[config.mk]
export PLATFORM = sky130hd
export DESIGN_NAME = drqlc_top
export DESIGN_NICKNAME = d
export VERILOG_FILES = /design/src/rtl/drqlc_pkg.sv /design/src/rtl/drqlc_top.sv /design/src/rtl/drqlc_sync2.sv /design/src/rtl/drqlc_guard_soak.sv
export SDC_FILE = /design/constraint.sdc
export NUM_CORES = 1
export LEC_CHECK = 0
export ABC_CLOCK_PERIOD_IN_PS = 12900
export BUFFER_PORTS_ARGS = -buffer_cell sky130_fd_sc_hd__buf_2
export CAP_MARGIN = 10
export CORE_UTILIZATION = 45
export CTS_CLUSTER_SIZE = 30
export DETAILED_ROUTE_END_ITERATION = 8
export GPL_TIMING_DRIVEN = 0
export SYNTH_ARGS = -nofsm -noshare
export SYNTH_HDL_FRONTEND = slang
export SYNTH_SLANG_ARGS = --single-unit
[constraint.sdc]
create_clock -name clk_i -period 12.9 [get_ports clk_i]
set_clock_uncertainty 0.2 [all_clocks]
set_input_delay 2.58 -clock clk_i [delete_from_list [all_inputs] [get_ports clk_i]]
set_output_delay 2.58 -clock clk_i [all_outputs]
set_load 0.03 [all_outputs]
[src/rtl/drqlc_pkg.sv]
// drqlc_pkg: constants and types for reference qualification and loop
// control of the first loop.
// assumes a 100 MHz system clock and an 8-bit register port.
`default_nettype none
package drqlc_pkg;

   // ------------------------------------------------------------------
   // register map
   // ------------------------------------------------------------------
   localparam logic [7:0] ADDR_MASK0 = 8'h1A;
   localparam logic [7:0] ADDR_MASK1 = 8'h1B;
   localparam logic [7:0] ADDR_QUAL = 8'h1C;
   localparam logic [7:0] ADDR_LOOP0 = 8'h1D;
   localparam logic [7:0] ADDR_LOOP1 = 8'h1E;
   localparam logic [7:0] ADDR_STATUS = 8'h30;

   localparam logic [7:0] RST_MASK = 8'hFF;
   localparam logic [7:0] RST_QUAL = 8'h1A;
   localparam logic [7:0] RST_LOOP0 = 8'h3D;
   localparam logic [7:0] RST_LOOP1 = 8'h04;

   // ------------------------------------------------------------------
   // field positions
   // ------------------------------------------------------------------
   localparam int QUAL_LOSS_LSB = 0;
   localparam int QUAL_ACC_LSB = 4;
   localparam int QUAL_RSVD_LSB = 6;
   localparam int LOOP0_BUILDOUT = 0;
   localparam int LOOP0_BW_LSB = 1;
   localparam int LOOP0_SLOPE_LSB = 4;
   localparam int LOOP1_REVERT = 0;
   localparam int LOOP1_OFFSET = 1;
   localparam int LOOP1_FILT_LSB = 6;

   // ------------------------------------------------------------------
   // field codes
   // ------------------------------------------------------------------
   localparam logic [2:0] BW_14 = 3'h3;
   localparam logic [2:0] BW_28 = 3'h4;
   localparam logic [2:0] BW_890 = 3'h5;
   localparam logic [2:0] BW_FAST = 3'h6;
   localparam logic [1:0] SLOPE_UNLIMITED = 2'h3;
   localparam logic [1:0] FILT_BYPASS = 2'h0;
   localparam logic [1:0] FILT_18M = 2'h1;

   // ------------------------------------------------------------------
   // timing
   // ------------------------------------------------------------------
   localparam int NUM_REFS = 8;
   localparam int UNIT_W = 22;
   localparam int CLK_PERIOD_NS = 10;
   localparam int TICK_US = 500;
   localparam int TICK_CYCLES = TICK_US * 1000 / CLK_PERIOD_NS;
   localparam logic [1:0] STRAP_SETTLE = 2'h3;

   // ------------------------------------------------------------------
   // types
   // ------------------------------------------------------------------
   typedef enum logic [2:0] {
      EBW_0P1 = 3'b000,
      EBW_1P7 = 3'b001,
      EBW_3P5 = 3'b010,
      EBW_7 = 3'b011,
      EBW_14 = 3'b100,
      EBW_28 = 3'b101,
      EBW_56 = 3'b110,
      EBW_890 = 3'b111
   } drqlc_ebw_t;

   typedef enum logic [1:0] {
      RATE_OTHER = 2'b00,
      RATE_2K = 2'b01,
      RATE_8K = 2'b10
   } drqlc_rate_t;

   typedef enum logic [1:0] {
      ST_SETTLE = 2'b00,
      ST_LOAD = 2'b01,
      ST_RUN = 2'b10
   } drqlc_state_t;

   typedef struct packed {
      logic phase_buildout_select;
      drqlc_ebw_t bandwidth;
      logic slope_limited;
      logic [1:0] phase_slope_cap;
      logic revertive;
      logic offset_apply;
      logic smoothing_bypass;
      logic [1:0] holdover_smoothing_select;
   } drqlc_loop_cfg_t;

endpackage : drqlc_pkg
`default_nettype wire

[src/rtl/drqlc_top.sv]
// drqlc_top: reference qualification timing and first loop controls.
// assumes monitor fail inputs on clk_i, strap pins asynchronous.
//
// Functional notes
// - loss-delay code picks disqualify delay 0.5ms..64s
// - code zero disqualifies after minimum delay
// - requalify after delay times 2,4,16,32
// - buildout bit clear absorbs switch phase difference
// - buildout bit set realigns to new phase
// - buildout resets 0 only hitless high, follower low
// - bandwidth field decodes six rates plus fast lock
// - cap bandwidth for 2 kHz and 8 kHz references
// - bandwidth resets fast lock or 890 Hz by strap
// - slope field limits phase slope, 11 unlimited
// - return-to-preferred bit selects revertive switching
// - free-run offset applied only while enable set
// - holdover smoothing field bypass or three bandwidths
// - smoothing resets 00 or 01 by follower strap
// - per-reference masks block monitor fail indications
`timescale 1ns/10ps
`default_nettype none
module drqlc_top #(
   parameter int TICK_CYCLES = drqlc_pkg::TICK_CYCLES
) (
   input wire logic clk_i,
   input wire logic arst_n_i,
   input wire logic [7:0] addr_i,
   input wire logic [7:0] wdata_i,
   input wire logic wr_i,
   input wire logic rd_i,
   output logic [7:0] rdata_o,
   input wire logic hitless_strap_pin_i,
   input wire logic follower_strap_pin_i,
   input wire logic [drqlc_pkg::NUM_REFS-1:0] coarse_frequency_monitor_i,
   input wire logic [drqlc_pkg::NUM_REFS-1:0] single_cycle_monitor_i,
   input wire drqlc_pkg::drqlc_rate_t sel_ref_rate_i,
   output logic [drqlc_pkg::NUM_REFS-1:0] ref_usable_o,
   output drqlc_pkg::drqlc_loop_cfg_t loop_cfg_o
);
   localparam int NR = drqlc_pkg::NUM_REFS;
   localparam int UW = drqlc_pkg::UNIT_W;

   logic [7:0] mask0;
   logic [7:0] mask1;
   logic [7:0] qual;
   logic [7:0] loop0;
   logic [7:0] loop1;
   logic [7:0] next_mask0;
   logic [7:0] next_mask1;
   logic [7:0] next_qual;
   logic [7:0] next_loop0;
   logic [7:0] next_loop1;
   logic [7:0] next_rdata;
   logic [1:0] straps;
   logic hitless_s;
   logic follower_s;
   drqlc_pkg::drqlc_state_t state;
   drqlc_pkg::drqlc_state_t next_state;
   logic [1:0] settle;
   logic [1:0] next_settle;
   drqlc_pkg::drqlc_loop_cfg_t next_cfg;
   logic [3:0] loss_code;
   logic [1:0] acc_code;
   logic [UW-1:0] disq_units;
   logic [UW-1:0] qual_units;
   logic fast;
   logic [2*NR-1:0] masks;

   // ------------------------------------------------------------------
   // helpers
   // ------------------------------------------------------------------
   // disqualify delay in 0.5 ms units
   function automatic logic [16:0] delay_units(input logic [3:0] code);
      logic [16:0] u;
      u = 17'h00001;
      case (code)
         4'h0: u = 17'h00001;
         4'h1: u = 17'h00001;
         4'h2: u = 17'h00002;
         4'h3: u = 17'h0000A;
         4'h4: u = 17'h00014;
         4'h5: u = 17'h00064;
         4'h6: u = 17'h000C8;
         4'h7: u = 17'h003E8;
         4'h8: u = 17'h007D0;
         4'h9: u = 17'h00FA0;
         4'hA: u = 17'h01388;
         4'hB: u = 17'h01F40;
         4'hC: u = 17'h03E80;
         4'hD: u = 17'h07D00;
         4'hE: u = 17'h0FA00;
         default: u = 17'h1F400;
      endcase
      return u;
   endfunction : delay_units

   function automatic logic [2:0] acc_shift(input logic [1:0] code);
      logic [2:0] s;
      case (code)
         2'h0: s = 3'h1;
         2'h1: s = 3'h2;
         2'h2: s = 3'h4;
         default: s = 3'h5;
      endcase
      return s;
   endfunction : acc_shift

   function automatic drqlc_pkg::drqlc_ebw_t eff_bw(
      input logic [2:0] code, input drqlc_pkg::drqlc_rate_t rate);
      drqlc_pkg::drqlc_ebw_t b;
      case (code)
         3'h0: b = drqlc_pkg::EBW_0P1;
         3'h1: b = drqlc_pkg::EBW_1P7;
         3'h2: b = drqlc_pkg::EBW_3P5;
         3'h3: b = drqlc_pkg::EBW_14;
         3'h4: b = drqlc_pkg::EBW_28;
         3'h5: b = drqlc_pkg::EBW_890;
         default: b = drqlc_pkg::EBW_7;
      endcase
      if (rate == drqlc_pkg::RATE_2K && (code == drqlc_pkg::BW_28 ||
          code == drqlc_pkg::BW_890)) begin
         b = drqlc_pkg::EBW_14;
      end else if (rate == drqlc_pkg::RATE_8K &&
                   code == drqlc_pkg::BW_890) begin
         b = drqlc_pkg::EBW_56;
      end
      return b;
   endfunction : eff_bw

   // ------------------------------------------------------------------
   // strap capture
   // ------------------------------------------------------------------
   drqlc_sync2 #(
      .W(2)
   ) u_strap_sync (
      .clk_i(clk_i),
      .arst_n_i(arst_n_i),
      .d_i({hitless_strap_pin_i, follower_strap_pin_i}),
      .q_o(straps)
   );
   assign hitless_s = straps[1];
   assign follower_s = straps[0];

   always_comb begin
      next_state = state;
      next_settle = settle;
      case (state)
         drqlc_pkg::ST_SETTLE: begin
            next_settle = settle + 1'b1;
            if (settle == drqlc_pkg::STRAP_SETTLE) begin
               next_state = drqlc_pkg::ST_LOAD;
            end
         end
         drqlc_pkg::ST_LOAD: next_state = drqlc_pkg::ST_RUN;
         drqlc_pkg::ST_RUN: next_state = drqlc_pkg::ST_RUN;
         default: next_state = drqlc_pkg::ST_SETTLE;
      endcase
   end

   always_ff @(posedge clk_i or negedge arst_n_i) begin
      if (!arst_n_i) begin
         state <= drqlc_pkg::ST_SETTLE;
         settle <= 2'h0;
      end else begin
         state <= next_state;
         settle <= next_settle;
      end
   end

   // ------------------------------------------------------------------
   // register file
   // ------------------------------------------------------------------
   always_comb begin
      next_mask0 = mask0;
      next_mask1 = mask1;
      next_qual = qual;
      next_loop0 = loop0;
      next_loop1 = loop1;
      if (wr_i) begin
         case (addr_i)
            drqlc_pkg::ADDR_MASK0: next_mask0 = wdata_i;
            drqlc_pkg::ADDR_MASK1: next_mask1 = wdata_i;
            drqlc_pkg::ADDR_QUAL:
               next_qual[drqlc_pkg::QUAL_RSVD_LSB-1:0] =
                  wdata_i[drqlc_pkg::QUAL_RSVD_LSB-1:0];
            drqlc_pkg::ADDR_LOOP0: next_loop0 = wdata_i;
            drqlc_pkg::ADDR_LOOP1: next_loop1 = wdata_i;
            default: ;
         endcase
      end
      if (state == drqlc_pkg::ST_LOAD) begin
         next_loop0[drqlc_pkg::LOOP0_BUILDOUT] =
            !(hitless_s && !follower_s);
         next_loop0[drqlc_pkg::LOOP0_BW_LSB +: 3] = follower_s ?
            drqlc_pkg::BW_890 : drqlc_pkg::BW_FAST;
         next_loop1[drqlc_pkg::LOOP1_FILT_LSB +: 2] = follower_s ?
            drqlc_pkg::FILT_18M : drqlc_pkg::FILT_BYPASS;
      end
   end

   always_comb begin
      next_rdata = 8'h00;
      if (rd_i) begin
         case (addr_i)
            drqlc_pkg::ADDR_MASK0: next_rdata = mask0;
            drqlc_pkg::ADDR_MASK1: next_rdata = mask1;
            drqlc_pkg::ADDR_QUAL: next_rdata = qual;
            drqlc_pkg::ADDR_LOOP0: next_rdata = loop0;
            drqlc_pkg::ADDR_LOOP1: next_rdata = loop1;
            drqlc_pkg::ADDR_STATUS: next_rdata = ref_usable_o;
            default: next_rdata = 8'h00;
         endcase
      end
   end

   always_ff @(posedge clk_i or negedge arst_n_i) begin
      if (!arst_n_i) begin
         mask0 <= drqlc_pkg::RST_MASK;
         mask1 <= drqlc_pkg::RST_MASK;
         qual <= drqlc_pkg::RST_QUAL;
         loop0 <= drqlc_pkg::RST_LOOP0;
         loop1 <= drqlc_pkg::RST_LOOP1;
         rdata_o <= 8'h00;
      end else begin
         mask0 <= next_mask0;
         mask1 <= next_mask1;
         qual <= next_qual;
         loop0 <= next_loop0;
         loop1 <= next_loop1;
         rdata_o <= next_rdata;
      end
   end

   // ------------------------------------------------------------------
   // loop configuration outputs
   // ------------------------------------------------------------------
   always_comb begin
      next_cfg.phase_buildout_select =
         loop0[drqlc_pkg::LOOP0_BUILDOUT];
      next_cfg.bandwidth = eff_bw(loop0[drqlc_pkg::LOOP0_BW_LSB +: 3],
                                  sel_ref_rate_i);
      next_cfg.phase_slope_cap = loop0[drqlc_pkg::LOOP0_SLOPE_LSB +: 2];
      next_cfg.slope_limited = loop0[drqlc_pkg::LOOP0_SLOPE_LSB +: 2] !=
                               drqlc_pkg::SLOPE_UNLIMITED;
      next_cfg.revertive = loop1[drqlc_pkg::LOOP1_REVERT];
      next_cfg.offset_apply = loop1[drqlc_pkg::LOOP1_OFFSET];
      next_cfg.holdover_smoothing_select =
         loop1[drqlc_pkg::LOOP1_FILT_LSB +: 2];
      next_cfg.smoothing_bypass = loop1[drqlc_pkg::LOOP1_FILT_LSB +: 2] ==
                                  drqlc_pkg::FILT_BYPASS;
   end

   always_ff @(posedge clk_i or negedge arst_n_i) begin
      if (!arst_n_i) begin
         loop_cfg_o <= '0;
      end else begin
         loop_cfg_o <= next_cfg;
      end
   end

   // ------------------------------------------------------------------
   // guard soak timers
   // ------------------------------------------------------------------
   assign loss_code = qual[drqlc_pkg::QUAL_LOSS_LSB +: 4];
   assign acc_code = qual[drqlc_pkg::QUAL_ACC_LSB +: 2];
   assign fast = (loss_code == 4'h0);
   assign disq_units = {5'h00, delay_units(loss_code)};
   assign qual_units = disq_units << acc_shift(acc_code);
   assign masks = {mask1, mask0};

   for (genvar i = 0; i < NR; i++) begin : g_ref
      drqlc_guard_soak #(
         .TICK_CYCLES(TICK_CYCLES),
         .CW(UW)
      ) u_soak (
         .clk_i(clk_i),
         .arst_n_i(arst_n_i),
         .fail_i((coarse_frequency_monitor_i[i] && !masks[2*i+1]) ||
                 (single_cycle_monitor_i[i] && !masks[2*i])),
         .fast_i(fast),
         .disq_units_i(disq_units),
         .qual_units_i(qual_units),
         .usable_o(ref_usable_o[i])
      );
   end

   // ------------------------------------------------------------------
   // checks
   // ------------------------------------------------------------------
   property p_buildout_strap;
      @(posedge clk_i) disable iff (!arst_n_i)
      state == drqlc_pkg::ST_LOAD |=>
         loop0[0] == !($past(hitless_s) && !$past(follower_s));
   endproperty
   a_buildout_strap: assert property (p_buildout_strap)
      else $error("buildout strap default wrong");

   property p_bw_strap;
      @(posedge clk_i) disable iff (!arst_n_i)
      state == drqlc_pkg::ST_LOAD |=>
         loop0[3:1] == ($past(follower_s) ? 3'h5 : 3'h6);
   endproperty
   a_bw_strap: assert property (p_bw_strap)
      else $error("bandwidth strap default wrong");

   property p_filt_strap;
      @(posedge clk_i) disable iff (!arst_n_i)
      state == drqlc_pkg::ST_LOAD |=>
         loop1[7:6] == {1'b0, $past(follower_s)};
   endproperty
   a_filt_strap: assert property (p_filt_strap)
      else $error("smoothing strap default wrong");

   property p_cap_2k;
      @(posedge clk_i) disable iff (!arst_n_i)
      sel_ref_rate_i == drqlc_pkg::RATE_2K && loop0[3:1] == 3'h5 |=>
         loop_cfg_o.bandwidth == drqlc_pkg::EBW_14;
   endproperty
   a_cap_2k: assert property (p_cap_2k)
      else $error("2 kHz bandwidth cap missing");

   property p_slope;
      @(posedge clk_i) disable iff (!arst_n_i)
      ##1 loop_cfg_o.slope_limited == ($past(loop0[5:4]) != 2'h3);
   endproperty
   a_slope: assert property (p_slope)
      else $error("slope limit flag wrong");

   property p_offset;
      @(posedge clk_i) disable iff (!arst_n_i)
      wr_i && addr_i == 8'h1E ##1 !wr_i |=>
         loop_cfg_o.offset_apply == $past(wdata_i[1], 2)
         && loop_cfg_o.revertive == $past(wdata_i[0], 2);
   endproperty
   a_offset: assert property (p_offset)
      else $error("offset or revertive control did not follow write");

   property p_loss_table;
      @(posedge clk_i) disable iff (!arst_n_i)
      loss_code == 4'hF |-> disq_units == 22'h1F400 && !fast;
   endproperty
   a_loss_table: assert property (p_loss_table)
      else $error("64 s disqualify delay wrong");

   property p_acc_mult;
      @(posedge clk_i) disable iff (!arst_n_i)
      acc_code == 2'h2 |-> qual_units == disq_units * 16;
   endproperty
   a_acc_mult: assert property (p_acc_mult)
      else $error("qualify multiplier wrong");

   property p_read;
      @(posedge clk_i) disable iff (!arst_n_i)
      rd_i && addr_i == 8'h1C |=> rdata_o == $past(qual);
   endproperty
   a_read: assert property (p_read)
      else $error("timing register readback wrong");
endmodule : drqlc_top
`default_nettype wire

[src/rtl/drqlc_sync2.sv]
// drqlc_sync2: two-flop synchroniser for slow pin levels.
// assumes inputs are quasi-static levels such as straps.
`timescale 1ns/10ps
`default_nettype none
module drqlc_sync2 #(
   parameter int W = 1
) (
   input wire logic clk_i,
   input wire logic arst_n_i,
   input wire logic [W-1:0] d_i,
   output logic [W-1:0] q_o
);
   logic [W-1:0] meta;

   always_ff @(posedge clk_i or negedge arst_n_i) begin
      if (!arst_n_i) begin
         meta <= '0;
         q_o <= '0;
      end else begin
         meta <= d_i;
         q_o <= meta;
      end
   end
endmodule : drqlc_sync2
`default_nettype wire

[src/rtl/drqlc_guard_soak.sv]
// drqlc_guard_soak: per-reference guard soak timer.
// assumes fail_i and limits come from logic on the same clock.
`timescale 1ns/10ps
`default_nettype none
module drqlc_guard_soak #(
   parameter int TICK_CYCLES = drqlc_pkg::TICK_CYCLES,
   parameter int CW = drqlc_pkg::UNIT_W
) (
   input wire logic clk_i,
   input wire logic arst_n_i,
   input wire logic fail_i,
   input wire logic fast_i,
   input wire logic [CW-1:0] disq_units_i,
   input wire logic [CW-1:0] qual_units_i,
   output logic usable_o
);
   localparam int SW = $clog2(TICK_CYCLES) + 1;
   logic [SW-1:0] sub;
   logic [SW-1:0] next_sub;
   logic [CW-1:0] cnt;
   logic [CW-1:0] next_cnt;
   logic next_usable;
   logic [CW-1:0] limit;
   logic unit;

   // ------------------------------------------------------------------
   // soak counting
   // ------------------------------------------------------------------
   always_comb begin
      next_usable = usable_o;
      next_sub = sub;
      next_cnt = cnt;
      limit = usable_o ? disq_units_i : qual_units_i;
      unit = fast_i || (sub == SW'(TICK_CYCLES - 1));
      if (usable_o == fail_i) begin
         if (unit) begin
            next_sub = '0;
            if ({1'b0, cnt} + 1'b1 >= {1'b0, limit}) begin
               next_usable = !usable_o;
               next_cnt = '0;
            end else begin
               next_cnt = cnt + 1'b1;
            end
         end else begin
            next_sub = sub + 1'b1;
         end
      end else begin
         next_sub = '0;
         next_cnt = '0;
      end
   end

   always_ff @(posedge clk_i or negedge arst_n_i) begin
      if (!arst_n_i) begin
         usable_o <= 1'b0;
         sub <= '0;
         cnt <= '0;
      end else begin
         usable_o <= next_usable;
         sub <= next_sub;
         cnt <= next_cnt;
      end
   end

   // ------------------------------------------------------------------
   // checks
   // ------------------------------------------------------------------
   property p_drop_needs_fail;
      @(posedge clk_i) disable iff (!arst_n_i)
      $fell(usable_o) |-> $past(fail_i);
   endproperty
   a_drop_needs_fail: assert property (p_drop_needs_fail)
      else $error("reference dropped without a failure");

   property p_rise_needs_clean;
      @(posedge clk_i) disable iff (!arst_n_i)
      $rose(usable_o) |-> !$past(fail_i) && !$past(fail_i, 2);
   endproperty
   a_rise_needs_clean: assert property (p_rise_needs_clean)
      else $error("reference requalified too early");

   property p_fast_drop;
      @(posedge clk_i) disable iff (!arst_n_i)
      fast_i && usable_o && fail_i |=> !usable_o;
   endproperty
   a_fast_drop: assert property (p_fast_drop)
      else $error("minimum delay disqualify did not act");
endmodule : drqlc_guard_soak
`default_nettype wire

* Word-level counts from Yosys, hierarchy flattened
Memories as Yosys holds them, arrays and structs flattened.
Cells that the tools add are included.
W data, S select, Z words.
** Word-level totals
- Memories :: 1
- ROM bits :: 272
- Output and inout bits :: 28
- Bits of input ports :: 40
- Register bits after elaboration :: 386
- Word-level logic and storage cells :: 273
** Memories
- (no name shown) :: words 16, bits a word 17, rd ports 1, clocked after memory_dff 0, wr ports 0, line drqlc_top.sv:76 : case (code)
** Cells by class
- Reduce and logical (&&, ||, !) cells :: 86
- Add/sub/neg operators :: 25
- Multiplexer cells :: 64
- Shifts and indexed selects :: 1
- $lt $le $gt $ge :: 8
- Equal/unequal tests :: 44
** Operators by type and width (count)
- $mux W22 :: 32
- $mux W17 :: 16
- $add A22 B1 Y23 const B :: 8
- $ge A23 B22 Y1 :: 8
- $add A22 B1 Y22 const B :: 8
- $add A17 B1 Y17 const B :: 8
- $eq A17 B16 Y1 const B :: 8
- $pmux W8 S6 :: 1
- $eq A8 B5 Y1 const B :: 5
- $logic_not A1 Y1 :: 26
- $mux W8 :: 3
- $reduce_and A3 Y1 :: 8
- $shl A17 B3 Y22 :: 1
- $logic_and A1 B1 Y1 :: 19
- $pmux W3 S6 :: 1
- $logic_or A1 B1 Y1 :: 17
- $ne A2 B1 Y1 const B :: 8
- $reduce_and A2 Y1 :: 7
- $mux W4 :: 3
- $pmux W3 S3 :: 1
- $eq A1 B1 Y1 :: 8
- $eq A2 B2 Y1 const B :: 4
- $eq A8 B6 Y1 const B :: 1
- $eq A2 B1 Y1 const B :: 3
- other kinds (14) :: 24

* Longest topological paths before layout
Gate-level depths: netlist (run 1).
- Word-level depth :: 8
- Gate-level depth with buffers :: 20
- Mapped depth without buffers :: 15

* Hierarchy
From an unflattened synthesis (run 1), not the netlist that was laid out.
** Second synthesis, totals
- Cell total of the unflattened synthesis :: 2990
- Area total of the unflattened synthesis :: 28284.6 sq um
** Modules (own cells, without submodules)
- drqlc_guard_soak (g_ref[0].u_soak ...) :: area each 3047.9 sq um, cells an instance 323, sequential area each 1001.0 sq um, times used 6
- drqlc_guard_soak (g_ref[6].u_soak ...) :: area each 2912.8 sq um, cells an instance 313, sequential area each 1001.0 sq um, times used 2
- drqlc_top :: area each 4071.4 sq um, cells an instance 422, sequential area each 1582.8 sq um, times used 1
- drqlc_sync2 :: area each 100.1 sq um, cells an instance 4, sequential area each 100.1 sq um, times used 1

* Worst setup path before layout (run 1)
No wires, ideal clock.
- Kind :: reg2reg
- From :: reg qual[1]
- To :: reg g_ref[3].u_soak.cnt[12]
- Path slack :: 7891 ps
- Required time :: 12634 ps
- Setup time :: 66 ps
- Period minus slack after synthesis :: 5009 ps
- Cell stages (with the launch flop) :: 21
- Path buffers :: 5
- Arrival :: 4743 ps
- Path through :: dfstp_2 > clkbuf_1 > clkbuf_1 > inv_1 > ha_1 > nand2b_1 > a32o_1 > buf_2 > mux4_2 > nand2_1 > nand2_1 > o21ai_0 > ha_1 > and4_1 > and3_1 > a221oi_1 > or3b_1 > buf_2 > nor3_4 > buf_6 > a22o_1
** On the way
- Cells in the longest elaborated chain, start to end :: 7
- Elaborated cells on any way between the ends :: 10
** RTL lines
- start: declaration :: line drqlc_top.sv:45 : logic [7:0] qual;
- start signal: assignment :: line drqlc_top.sv:220 : qual <= drqlc_pkg::RST_QUAL;
- start signal: assignment :: line drqlc_top.sv:227 : qual <= next_qual;
- $mem_v2 Z16 W17
- $shl A17 B3 Y22 :: line drqlc_top.sv:268 : assign qual_units = disq_units << acc_shift(acc_code);
- $mux W22 :: line drqlc_guard_soak.sv:33 : limit = usable_o ? disq_units_i : qual_units_i;
- $ge A23 B22 Y1 :: line drqlc_guard_soak.sv:38 : if ({1'b0, cnt} + 1'b1 >= {1'b0, limit}) begin
- $mux W22 :: line drqlc_guard_soak.sv:38
- $mux W22 :: line drqlc_guard_soak.sv:36 : if (unit) begin
- $mux W22 :: line drqlc_guard_soak.sv:35 : if (usable_o == fail_i) begin
- end signal: assignment :: line drqlc_guard_soak.sv:61 : cnt <= next_cnt;
- end: declaration :: line drqlc_guard_soak.sv:20 : logic [CW-1:0] cnt;
Parallel ways exist; a longest one is shown, timed or not. The select of a mux whose other input is x is not followed.
A chain may end at the register's enable or synchronous reset.

* Worst setup path in the final report (run 1)
- From :: reg qual[1]
- To :: reg g_ref[4].u_soak.cnt[20]
** On the way
- Cells in the longest elaborated chain, start to end :: 7
- Elaborated cells on any way between the ends :: 10
** RTL lines (line)
- $mem_v2 Z16 W17
- $shl A17 B3 Y22 :: drqlc_top.sv:268
- $mux W22 :: drqlc_guard_soak.sv:33
- $ge A23 B22 Y1 :: drqlc_guard_soak.sv:38
- $mux W22 :: drqlc_guard_soak.sv:38
- $mux W22 :: drqlc_guard_soak.sv:36
- $mux W22 :: drqlc_guard_soak.sv:35
- end signal: assignment :: drqlc_guard_soak.sv:61
- end: declaration :: drqlc_guard_soak.sv:20
Parallel ways exist; a longest one is shown, timed or not. The select of a mux whose other input is x is not followed.

==> results of run 1 <==
-- layer usage --
metal  track usage, %  vias up
met3             3.38      156
met5                0        -
li1                 -    11400
met4             9.69        0
met1             35.9    11600
met2             42.3      736
-- layout make-up --
class / instances / area (sq um)
Multi-Input combinational cell: 2462 / 16400
Clock inverter: 25 / 303
Sequential cell: 386 / 9690
Tap cell: 773 / 967
Clock buffer: 63 / 1290
Buffer: 145 / 631
Inverter: 80 / 300
Fill cell: 5557 / 29000
Timing Repair Buffer: 76 / 514
-- worst max path at each step --
stage | cells after the start | to | slack [ns]
final | 17 | g_ref[4].u_soak.cnt[20] | 6.13
after global routing | 18 | g_ref[3].u_soak.cnt[21] | 5.94
after CTS | 17 | g_ref[4].u_soak.cnt[20] | 6.30
after detailed placement | 17 | g_ref[4].u_soak.cnt[13] | 6.33
after global placement | 1 | g_ref[7].u_soak.sub[7] | 1.22
after floorplan | 20 | g_ref[3].u_soak.cnt[12] | 7.89
-- where the power goes --
part / switching [mW] / internal (mW) / total [mW]
logic: 0.911 / 0.463 / 1.37
clock network: 0.553 / 0.825 / 1.38
registers: 0.0668 / 1.27 / 1.33
-- state kept, by name (all words and copies together), names as in the netlist --
register,count
state,2
g_ref.u_soak.sub,136
g_ref.u_soak.usable_o,8
u_strap_sync.meta,2
rdata_o,8
loop1,8
loop0,8
u_strap_sync.q_o,2
settle,2
mask1,8
g_ref.u_soak.cnt,176
mask0,8
qual,6
loop_cfg_o,12
-- stage by stage --
step	power, mW	utilization, %	cells	hold WS [ns]
5_1_grt	4.31	51.0	4010	0.172
4_1_cts	4.10	50.9	4009	0.145
6_report	4.08	51.0	4010	0.142
2_1_floorplan	2.28	-	3073	0.131
3_5_place_dp	2.70	48.3	3921	0.135
3_3_place_gp	2.65	47.9	3910	0.134
-- cells by family (layout without fill, tap and decap cells) --
group / Yosys count / after routing / synth area share (%)
AOI/OAI and AO/OA: 591 / 591 / 14.6
xor gates and xnor gates: 255 / 255 / 8.26
adders and majority gates: 206 / 206 / 9.54
buffers and inverters: 225 / 389 / 3.44
DFF: 386 / 386 / 35.8
muxes: 100 / 100 / 4.16
and+or+nand+nor: 1310 / 1310 / 24.1
-- critical path, delay by kind of cell (launching register included) --
kind / cells / cell delay [ns]
compound gates: 8 / 2.82
buf+inv: 4 / 1.35
fa+ha+maj: 2 / 0.62
mux: 2 / 0.59
flops: 1 / 0.57
simple gates: 1 / 0.54
-- cell usage after synthesis, types with 20 or more instances --
| master | count |
|---|---|
| nor2_1 | 249 |
| nor3_1 | 49 |
| o21ai_0 | 182 |
| dfrtp_1 | 361 |
| ha_1 | 206 |
| a21o_1 | 34 |
| o22ai_1 | 20 |
| mux2i_1 | 55 |
| xnor2_1 | 146 |
| inv_1 | 71 |
| nand2_1 | 409 |
| a21oi_1 | 85 |
| a22o_1 | 58 |
| buf_2 | 26 |
| nand2b_1 | 37 |
| mux2_2 | 39 |
| a31oi_1 | 24 |
| o211ai_1 | 31 |
| nor4_1 | 28 |
| and4_1 | 36 |
| and3_1 | 91 |
| or2_2 | 25 |
| clkbuf_1 | 100 |
| nand4_1 | 98 |
| nor2b_1 | 20 |
| and2_1 | 31 |
| xor2_1 | 109 |
| dfstp_2 | 25 |
| nand3_1 | 172 |
==> impl_metrics.ini, run 1 <==
[clock_tree]
cts_setup_buffers = 0
cts_buffers = 47
insertion_delay_ns = 0.61
hold_buffers = 0
clock_sink_count = 386
ctsResizeCount = 0
clkSlewWorstSetupHoldPaths_ns = 0.06
cts_htree_levels = 2
cts_buffer_depth = 3
cts_tree = yes
root_buffer = clkbuf_16

[synthesis]
netlist_instances = 3073
synthesis.nets = 3319
synth_area_sq_um = 27000
synth_top_area_share_pct = 33.4
synth-edff-count = 0
yosys.area.top_type = dfrtp_1
synth_cell_type_count = 91
async_reset_ff_share_pct = 100
synth_flop_cell = dfrtp_1
ys_seq_area_share_pct = 35.8
ys_ff_latch = 386
yosysWarnings = 0
synth.area.top_cells = dfrtp_1 (33%), ha_1 (9.5%), nand2_1 (5.7%)
avgSynthCellArea_sq_um = 8.80

[cells_and_area]
mostFrequentLayoutCells = nand2_1 (409), dfrtp_1 (361), nor2_1 (247)
final_common_cell = nand2_1
layout-drive-gt1-share_pct = 10.1
fin_nets = 3444
area_growth_pct = 11.5
insertedDiodeCount = 0
fin_area_sq_um = 30100

[critical_path]
end_kind = flip-flop
reg2reg_to = g_ref[4].u_soak.cnt[20]
slowest_delay_ns = 0.95
path_max_fanout = 10
reg2regPathDepth = 17
crit_path_start_kind = flip-flop
crit_start = qual[1]
ff2ff_setup_slack_ns = 6.13
crit_chain = clkbuf_1, clkbuf_1, inv_1, ha_1, o21ai_1, mux2i_1, mux2i_1, a21oi_1, o21ai_0, ha_1, a21oi_1, o21ai_0, a221oi_1, a21oi_1, nor3_4, buf_6, a22o_1
path_class = flip-flop to flip-flop
crit_arrival_ns = 7.10
critPathRequiredTime_ns = 13.22
critPathSlowestCell = o21ai_1
worstReg2RegStart = qual[1]
crit_path_frequent_cell = a21oi_1

[sta]
timing.slew.headroom_pct = 10.1
finalWorstSetupSlack_ns = 6.13
rsz0062_at_grt = no
tightest_slew_ns = 1.35
final_max_slew_viol_count = 0
report.final.setup_viol = 0
fin_crit_sh_pct = 52.5
max_freq_mhz = 148
final.min_clock_period_ns = 6.78
hold_viol = 0
finalSetupTns_ns = 0

[global_route]
grt_use_total_pct = 26.3
grt_pass1_wl_um = 127000
antenna_found_initial = 1
grt_max_degree = 112
grt_overflow = 0
grt_pass1_vias = 23100

[min_path]
whs_path_depth = 0
hp-start = u_strap_sync.meta[1]
holdPathEnd = u_strap_sync.q_o[1]
hold_path_class = flip-flop to flip-flop

[detailed_routing]
ant_nets = 0
wl_met3_um = 4620
wl_met2_um = 37100
avgViaCountPerCell = 5.95
dr_total_vias = 23900
drc = 2
drt-met1-wl_um = 35700
routed_wl_um = 80100
top_layer = met4
dr.pass1.iters = 8
routedWlPerCell_um = 20.0
drtIter0Drc = 1694

[placed_design]
globalplace.congestion = 0.947
placed_area_sq_um = 28500
dpl.hpwl_um = 57900
place_ws_ns = 6.33
port_buffers = 64

[die]
start_util_pct = 45.7
die_w_um = 247
core_sq_um = 59100
die_h_um = 247
rows = 89
dieArea_sq_um = 61100
pin_count = 68

[power]
p_per_area_nw_per_um2 = 136
vdd_drop_max_uv = 110
leakage_nw = 13.6

[status]
violations = design-rule violations
status = finished, violations left

[run]
maxCapViolCount = 0
Power figures use the tool's default switching activity.
==> inputs of run 2 (changes only) <==
--- a/config.mk
+++ b/config.mk
@@ -5,7 +5,7 @@
 export SDC_FILE = /design/constraint.sdc
 export NUM_CORES = 1
 export LEC_CHECK = 0
-export ABC_CLOCK_PERIOD_IN_PS = 12900
+export ABC_CLOCK_PERIOD_IN_PS = 6500
 export BUFFER_PORTS_ARGS = -buffer_cell sky130_fd_sc_hd__buf_2
 export CAP_MARGIN = 10
 export CORE_UTILIZATION = 45
==> constraint.sdc (replaced) <==
create_clock -name clk_i -period 6.5 [get_ports clk_i]
set_clock_uncertainty 0.2 [all_clocks]
set_input_delay 1.3 -clock clk_i [delete_from_list [all_inputs] [get_ports clk_i]]
set_output_delay 1.3 -clock clk_i [all_outputs]
set_load 0.03 [all_outputs]
==> impl_metrics.ini, run 2 (synthesis gave the netlist of run 1 again) <==
[critical_path]
crit_path_start_kind = flip-flop
critPathRequiredTime_ns = 6.77
path_class = flip-flop to flip-flop
crit_start = qual[1]
path_max_fanout = 10
crit_arrival_ns = 6.61
reg2regPathDepth = 20
reg2reg_to = g_ref[4].u_soak.cnt[8]
worstReg2RegStart = qual[1]
end_kind = flip-flop
ff2ff_setup_slack_ns = 0.16

[sta]
report.final.setup_viol = 0
max_freq_mhz = 158
fin_crit_sh_pct = 97.5
final.min_clock_period_ns = 6.34
finalSetupTns_ns = 0
tightest_slew_ns = 1.36
rsz0062_at_grt = no
final_max_slew_viol_count = 0
timing.slew.headroom_pct = 9.29
finalWorstSetupSlack_ns = 0.160
hold_viol = 0

[clock_tree]
cts_htree_levels = 2
cts_buffer_depth = 3
root_buffer = clkbuf_16
clkSlewWorstSetupHoldPaths_ns = 0.06
cts_buffers = 47
cts_tree = yes
clock_sink_count = 386
insertion_delay_ns = 0.61

[power]
vdd_drop_max_uv = 219
p_per_area_nw_per_um2 = 269
leakage_nw = 13.6

[global_route]
antenna_found_initial = 1
grt_max_degree = 112
grt_pass1_wl_um = 127000
grt_use_total_pct = 26.3
grt_overflow = 0
grt_pass1_vias = 23100

[cells_and_area]
fill_cells = 5557
regMostFlops = g_ref.u_soak.cnt
area_growth_pct = 11.6
final_common_cell = nand2_1
fin_area_sq_um = 30200
layout-drive-gt1-share_pct = 10.3
multi_input_area_sq_um = 16500
largest_reg_flops = 176
reg_top3 = g_ref.u_soak.cnt: 176 flops, g_ref.u_soak.sub: 136 flops, loop_cfg_o: 12 flops
fin_nets = 3447
mostFrequentLayoutCells = nand2_1 (409), dfrtp_1 (361), nor2_1 (247)
seq_area_sq_um = 9690
insertedDiodeCount = 0

[detailed_routing]
routed_wl_um = 80200
routedWlPerCell_um = 20.0
avgViaCountPerCell = 5.96
ant_nets = 0
drc = 3
dr.pass1.iters = 9
drtIter0Drc = 1662
dr_total_vias = 23900

[die]
core_sq_um = 59100
die_w_um = 247
die_h_um = 247
dieArea_sq_um = 61100
rows = 89
start_util_pct = 45.7
pin_count = 68

[placed_design]
dpl.hpwl_um = 57900
port_buffers = 64
place_ws_ns = -0.0673
globalplace.congestion = 0.947
placed_area_sq_um = 28500

[status]
violations = design-rule violations
status = finished, violations left

[min_path]
holdPathEnd = u_strap_sync.q_o[1]
hold_path_class = flip-flop to flip-flop
hp-start = u_strap_sync.meta[1]
whs_path_depth = 0

[run]
maxCapViolCount = 0
## run 2: cell count changes in the layout (fill, tap and decap cells not counted), sizes merged
| cell | before | now |
|---|---|---|
| buf | 120 | 122 |
| clkbuf | 164 | 165 |
## run 2: metal layers
layer	GRT usage, %	routed length, um	up-vias	part of all wire, %
met5	0	0	-	0
met4	9.69	2900	0	3.6
met3	3.38	4620	156	5.8
met2	42.3	36900	679	46
met1	35.9	35700	11700	45
li1	-	-	11400	-
## run 2: metrics by stage
| stage | hold WS [ns] | utilization, % | cells | total power [mW] |
|---|---|---|---|---|
| after detailed placement | 0.135 | 48.3 | 3921 | 5.36 |
| after floorplan | 0.131 | - | 3073 | 4.52 |
| after CTS | 0.145 | 50.9 | 4009 | 8.14 |
| final | 0.143 | 51.0 | 4013 | 8.12 |
| after global routing | 0.172 | 51.0 | 4013 | 8.58 |
| after global placement | 0.134 | 47.9 | 3910 | 5.26 |
## run 2: final cells by class
| type | count | area share (%) |
|---|---|---|
| inverter | 80 | 0.995 |
| clock buffer | 63 | 4.26 |
| tap | 773 | 3.21 |
| multi-input combinational | 2462 | 54.5 |
| sequential | 386 | 32.1 |
| clock inverter | 25 | 1.00 |
| buffer | 145 | 2.10 |
| timing repair buffer | 79 | 1.78 |
## run 2: power breakdown
part	switching, mW	leakage (nW)	total, mW	internal, mW
clock	1.10	0.783	2.74	1.64
combinational	1.80	7.62	2.74	0.935
sequential	0.132	5.23	2.64	2.51
total	3.04	13.6	8.12	5.08
## run 2: repair_timing
action / 4_1_cts / 5_1_grt
setup endpoints to repair: 20 / 127
hold buffers: 0 / 0
resized for setup: 1 / 5
gates cloned: 0 / 0
pin swaps: 0 / 1
setup buffers: 0 / 3
## run 2: worst max-delay path: stages (launching register included)
cell and delay (ns):
dfstp_2 0.39, clkbuf_1 0.21, clkbuf_2 0.27, inv_1 0.27, ha_1 0.38, nand2b_1 0.15
a32o_1 0.22, buf_2 0.38, mux2_2 0.23, mux2i_1 0.07, a21oi_1 0.98, o21ai_0 0.36
ha_1 0.39, nand2_1 0.07, nor3_1 0.32, o21ai_0 0.15, a21oi_1 0.58, nor3_4 0.03
buf_4 0.19, buf_4 0.15, a22o_1 0.19
## run 2: how the worst max path moves through the flow
stage                                   end  slack (ns)  depth (start not counted)
floorplan           g_ref[3].u_soak.cnt[12]        1.49                         20
global placement     g_ref[7].u_soak.sub[6]       -3.90                          1
detailed placement  g_ref[4].u_soak.cnt[13]       -0.07                         17
CTS                 g_ref[3].u_soak.cnt[21]        0.03                         20
global route        g_ref[3].u_soak.cnt[21]        0.04                         20
finish               g_ref[4].u_soak.cnt[8]        0.16                         20
==> inputs of run 3 (changes only) <==
--- a/config.mk
+++ b/config.mk
@@ -6,11 +6,12 @@
 export NUM_CORES = 1
 export LEC_CHECK = 0
 export ABC_CLOCK_PERIOD_IN_PS = 6500
-export BUFFER_PORTS_ARGS = -buffer_cell sky130_fd_sc_hd__buf_2
 export CAP_MARGIN = 10
 export CORE_UTILIZATION = 45
+export CTS_CLUSTER_DIAMETER = 60
 export CTS_CLUSTER_SIZE = 30
 export DETAILED_ROUTE_END_ITERATION = 8
+export DONT_BUFFER_PORTS = 1
 export GPL_TIMING_DRIVEN = 0
 export SYNTH_ARGS = -nofsm -noshare
 export SYNTH_HDL_FRONTEND = slang
==> impl_metrics.ini, run 3 (synthesis gave the netlist of run 1 again) <==
[placed_design]
dpl.hpwl_um = 56800
port_buffers = 0
dp.cells = 3855
globalplace.congestion = 0.960

[cells_and_area]
layout.cells.non_filler = 3930
fin_nets = 3371
fill_cells = 5502
insertedDiodeCount = 0
reg_top3 = g_ref.u_soak.cnt: 176 flops, g_ref.u_soak.sub: 136 flops, loop_cfg_o: 12 flops
regMostFlops = g_ref.u_soak.cnt
layout-drive-gt1-share_pct = 8.24
largest_reg_flops = 176
final_common_cell = nand2_1
seq_area_sq_um = 9690
area_growth_pct = 9.43
mostFrequentLayoutCells = nand2_1 (408), dfrtp_1 (361), nor2_1 (248)
multi_input_area_sq_um = 16500

[sta]
rsz0062_at_grt = no
final.min_clock_period_ns = 6.26
final_max_slew_viol_count = 0
fin_crit_sh_pct = 96.4
whs_ns = 0.160
max_freq_mhz = 160
tightest_slew_ns = 1.33
hold_viol = 0
report.final.setup_viol = 0
timing.slew.headroom_pct = 11.1

[critical_path]
end_kind = flip-flop
path_class = flip-flop to flip-flop
crit_start = qual[1]
crit_path_start_kind = flip-flop
reg2reg_to = g_ref[5].u_soak.cnt[21]
slowest_delay_ns = 1.01
worstReg2RegStart = qual[1]
ff2ff_setup_slack_ns = 0.24
critPathCapture = g_ref[5].u_soak.cnt[21]
crit_arrival_ns = 6.55
path_max_fanout = 10
critPathSlowestCell = nor2_1
reg2regPathDepth = 17
critPathRequiredTime_ns = 6.79
crit_chain = clkbuf_1, clkbuf_2, inv_1, ha_1, o22ai_1, mux4_2, nor2_1, nor2_1, mux2i_1, ha_1, nand4_1, nor4_1, a2111o_1, a221oi_2, a21oi_1, buf_2, nor4_1

[die]
dieArea_sq_um = 61100
start_util_pct = 45.7
die_w_um = 247
pin_count = 68
rows = 89
core_sq_um = 59100
die_h_um = 247

[clock_tree]
hold_buffers = 0
cts_setup_buffers = 0
clock_sink_count = 386
clkSlewWorstSetupHoldPaths_ns = 0.07
insertion_delay_ns = 0.60
cts_htree_levels = 2
root_buffer = clkbuf_16
ctsResizeCount = 1
cts_tree = yes
cts_buffers = 41
cts_buffer_depth = 3

[global_route]
grt_pass1_wl_um = 126000
grt_use_total_pct = 26.1
antenna_found_initial = 1
grt_pass1_vias = 22900
grt_max_degree = 387
grt_overflow = 0

[power]
intPower_mw = 4.72
power_switching_mw = 3.08
clockPowerShare_pct = 32.2
seqPwrFrac_pct = 34.1
p_sw_share_pct = 39.5
total_power_mw = 7.80
leakage_nw = 13.2
p_per_area_nw_per_um2 = 264
vdd_drop_max_uv = 181
comb_power_share_pct = 33.7

[status]
violations = design-rule violations
status = finished, violations left

[run]
maxCapViolCount = 0

[detailed_routing]
dr.pass1.iters = 8
avgViaCountPerCell = 6.04
ant_nets = 0
dr_total_vias = 23700
drc = 2
drtIter0Drc = 1925
routedWlPerCell_um = 20.2
routed_wl_um = 79500

[min_path]
hp-start = u_strap_sync.meta[0]
hold_path_class = flip-flop to flip-flop
==> run 3: layout make-up <==
class,count,share of cell area [%]
Clock buffer,46,3.67
Inverter,80,1.02
Tap cell,773,3.27
Clock inverter,29,1.21
Sequential cell,386,32.8
Timing Repair Buffer,9,0.309
Multi-Input combinational cell,2462,55.6
Buffer,145,2.14
==> run 3: how the worst min path moves through the flow <==
stage | to | slack (ns) | cells after the start
2_1_floorplan | u_strap_sync.q_o[0] | 0.13 | 0
3_3_place_gp | u_strap_sync.q_o[0] | 0.13 | 0
3_5_place_dp | u_strap_sync.q_o[0] | 0.15 | 0
4_1_cts | u_strap_sync.q_o[0] | 0.16 | 0
5_1_grt | u_strap_sync.q_o[0] | 0.17 | 0
6_report | u_strap_sync.q_o[0] | 0.16 | 0
==> run 3: per-stage QoR <==
step | setup slack (ns) | utilization (%) | TNS, ns | cell area (sq um)
global route | 0.0558 | 50.0 | 0 | 29600
floorplan | 1.49 | - | 0 | 27000
detailed placement | 0.00720 | 47.6 | 0 | 28100
finish | 0.237 | 50.0 | 0 | 29600
global placement | -0.166 | 47.3 | -2.75 | 28000
CTS | 0.216 | 50.0 | 0 | 29600
==> run 3: power groups by stage <==
| stage | sequential, mW | clock [mW] | combinational, mW |
|---|---|---|---|
| floorplan | 2.65 | 0 | 1.88 |
| global placement | 2.69 | 0 | 2.49 |
| detailed placement | 2.70 | 0 | 2.57 |
| CTS | 2.65 | 2.57 | 2.59 |
| global route | 2.67 | 2.67 | 2.92 |
| finish | 2.65 | 2.51 | 2.63 |
==> run 3: worst max-delay path: cells and delay by family, from the launching register on <==
family / cells / cell delay, ns
compound gates: 4 / 1.35
fa+ha+maj: 2 / 0.71
buf+inv: 4 / 1.15
flops: 1 / 0.58
mux: 2 / 0.61
simple gates: 5 / 1.54
==> run 3: metal layers <==
layer	global-route usage [%]	share of wire, %	wire length [um]
met4	9.75	3.4	2710
met1	36.1	45	35700
met3	3.98	6.1	4840
met2	41.0	46	36200
met5	0	0	0
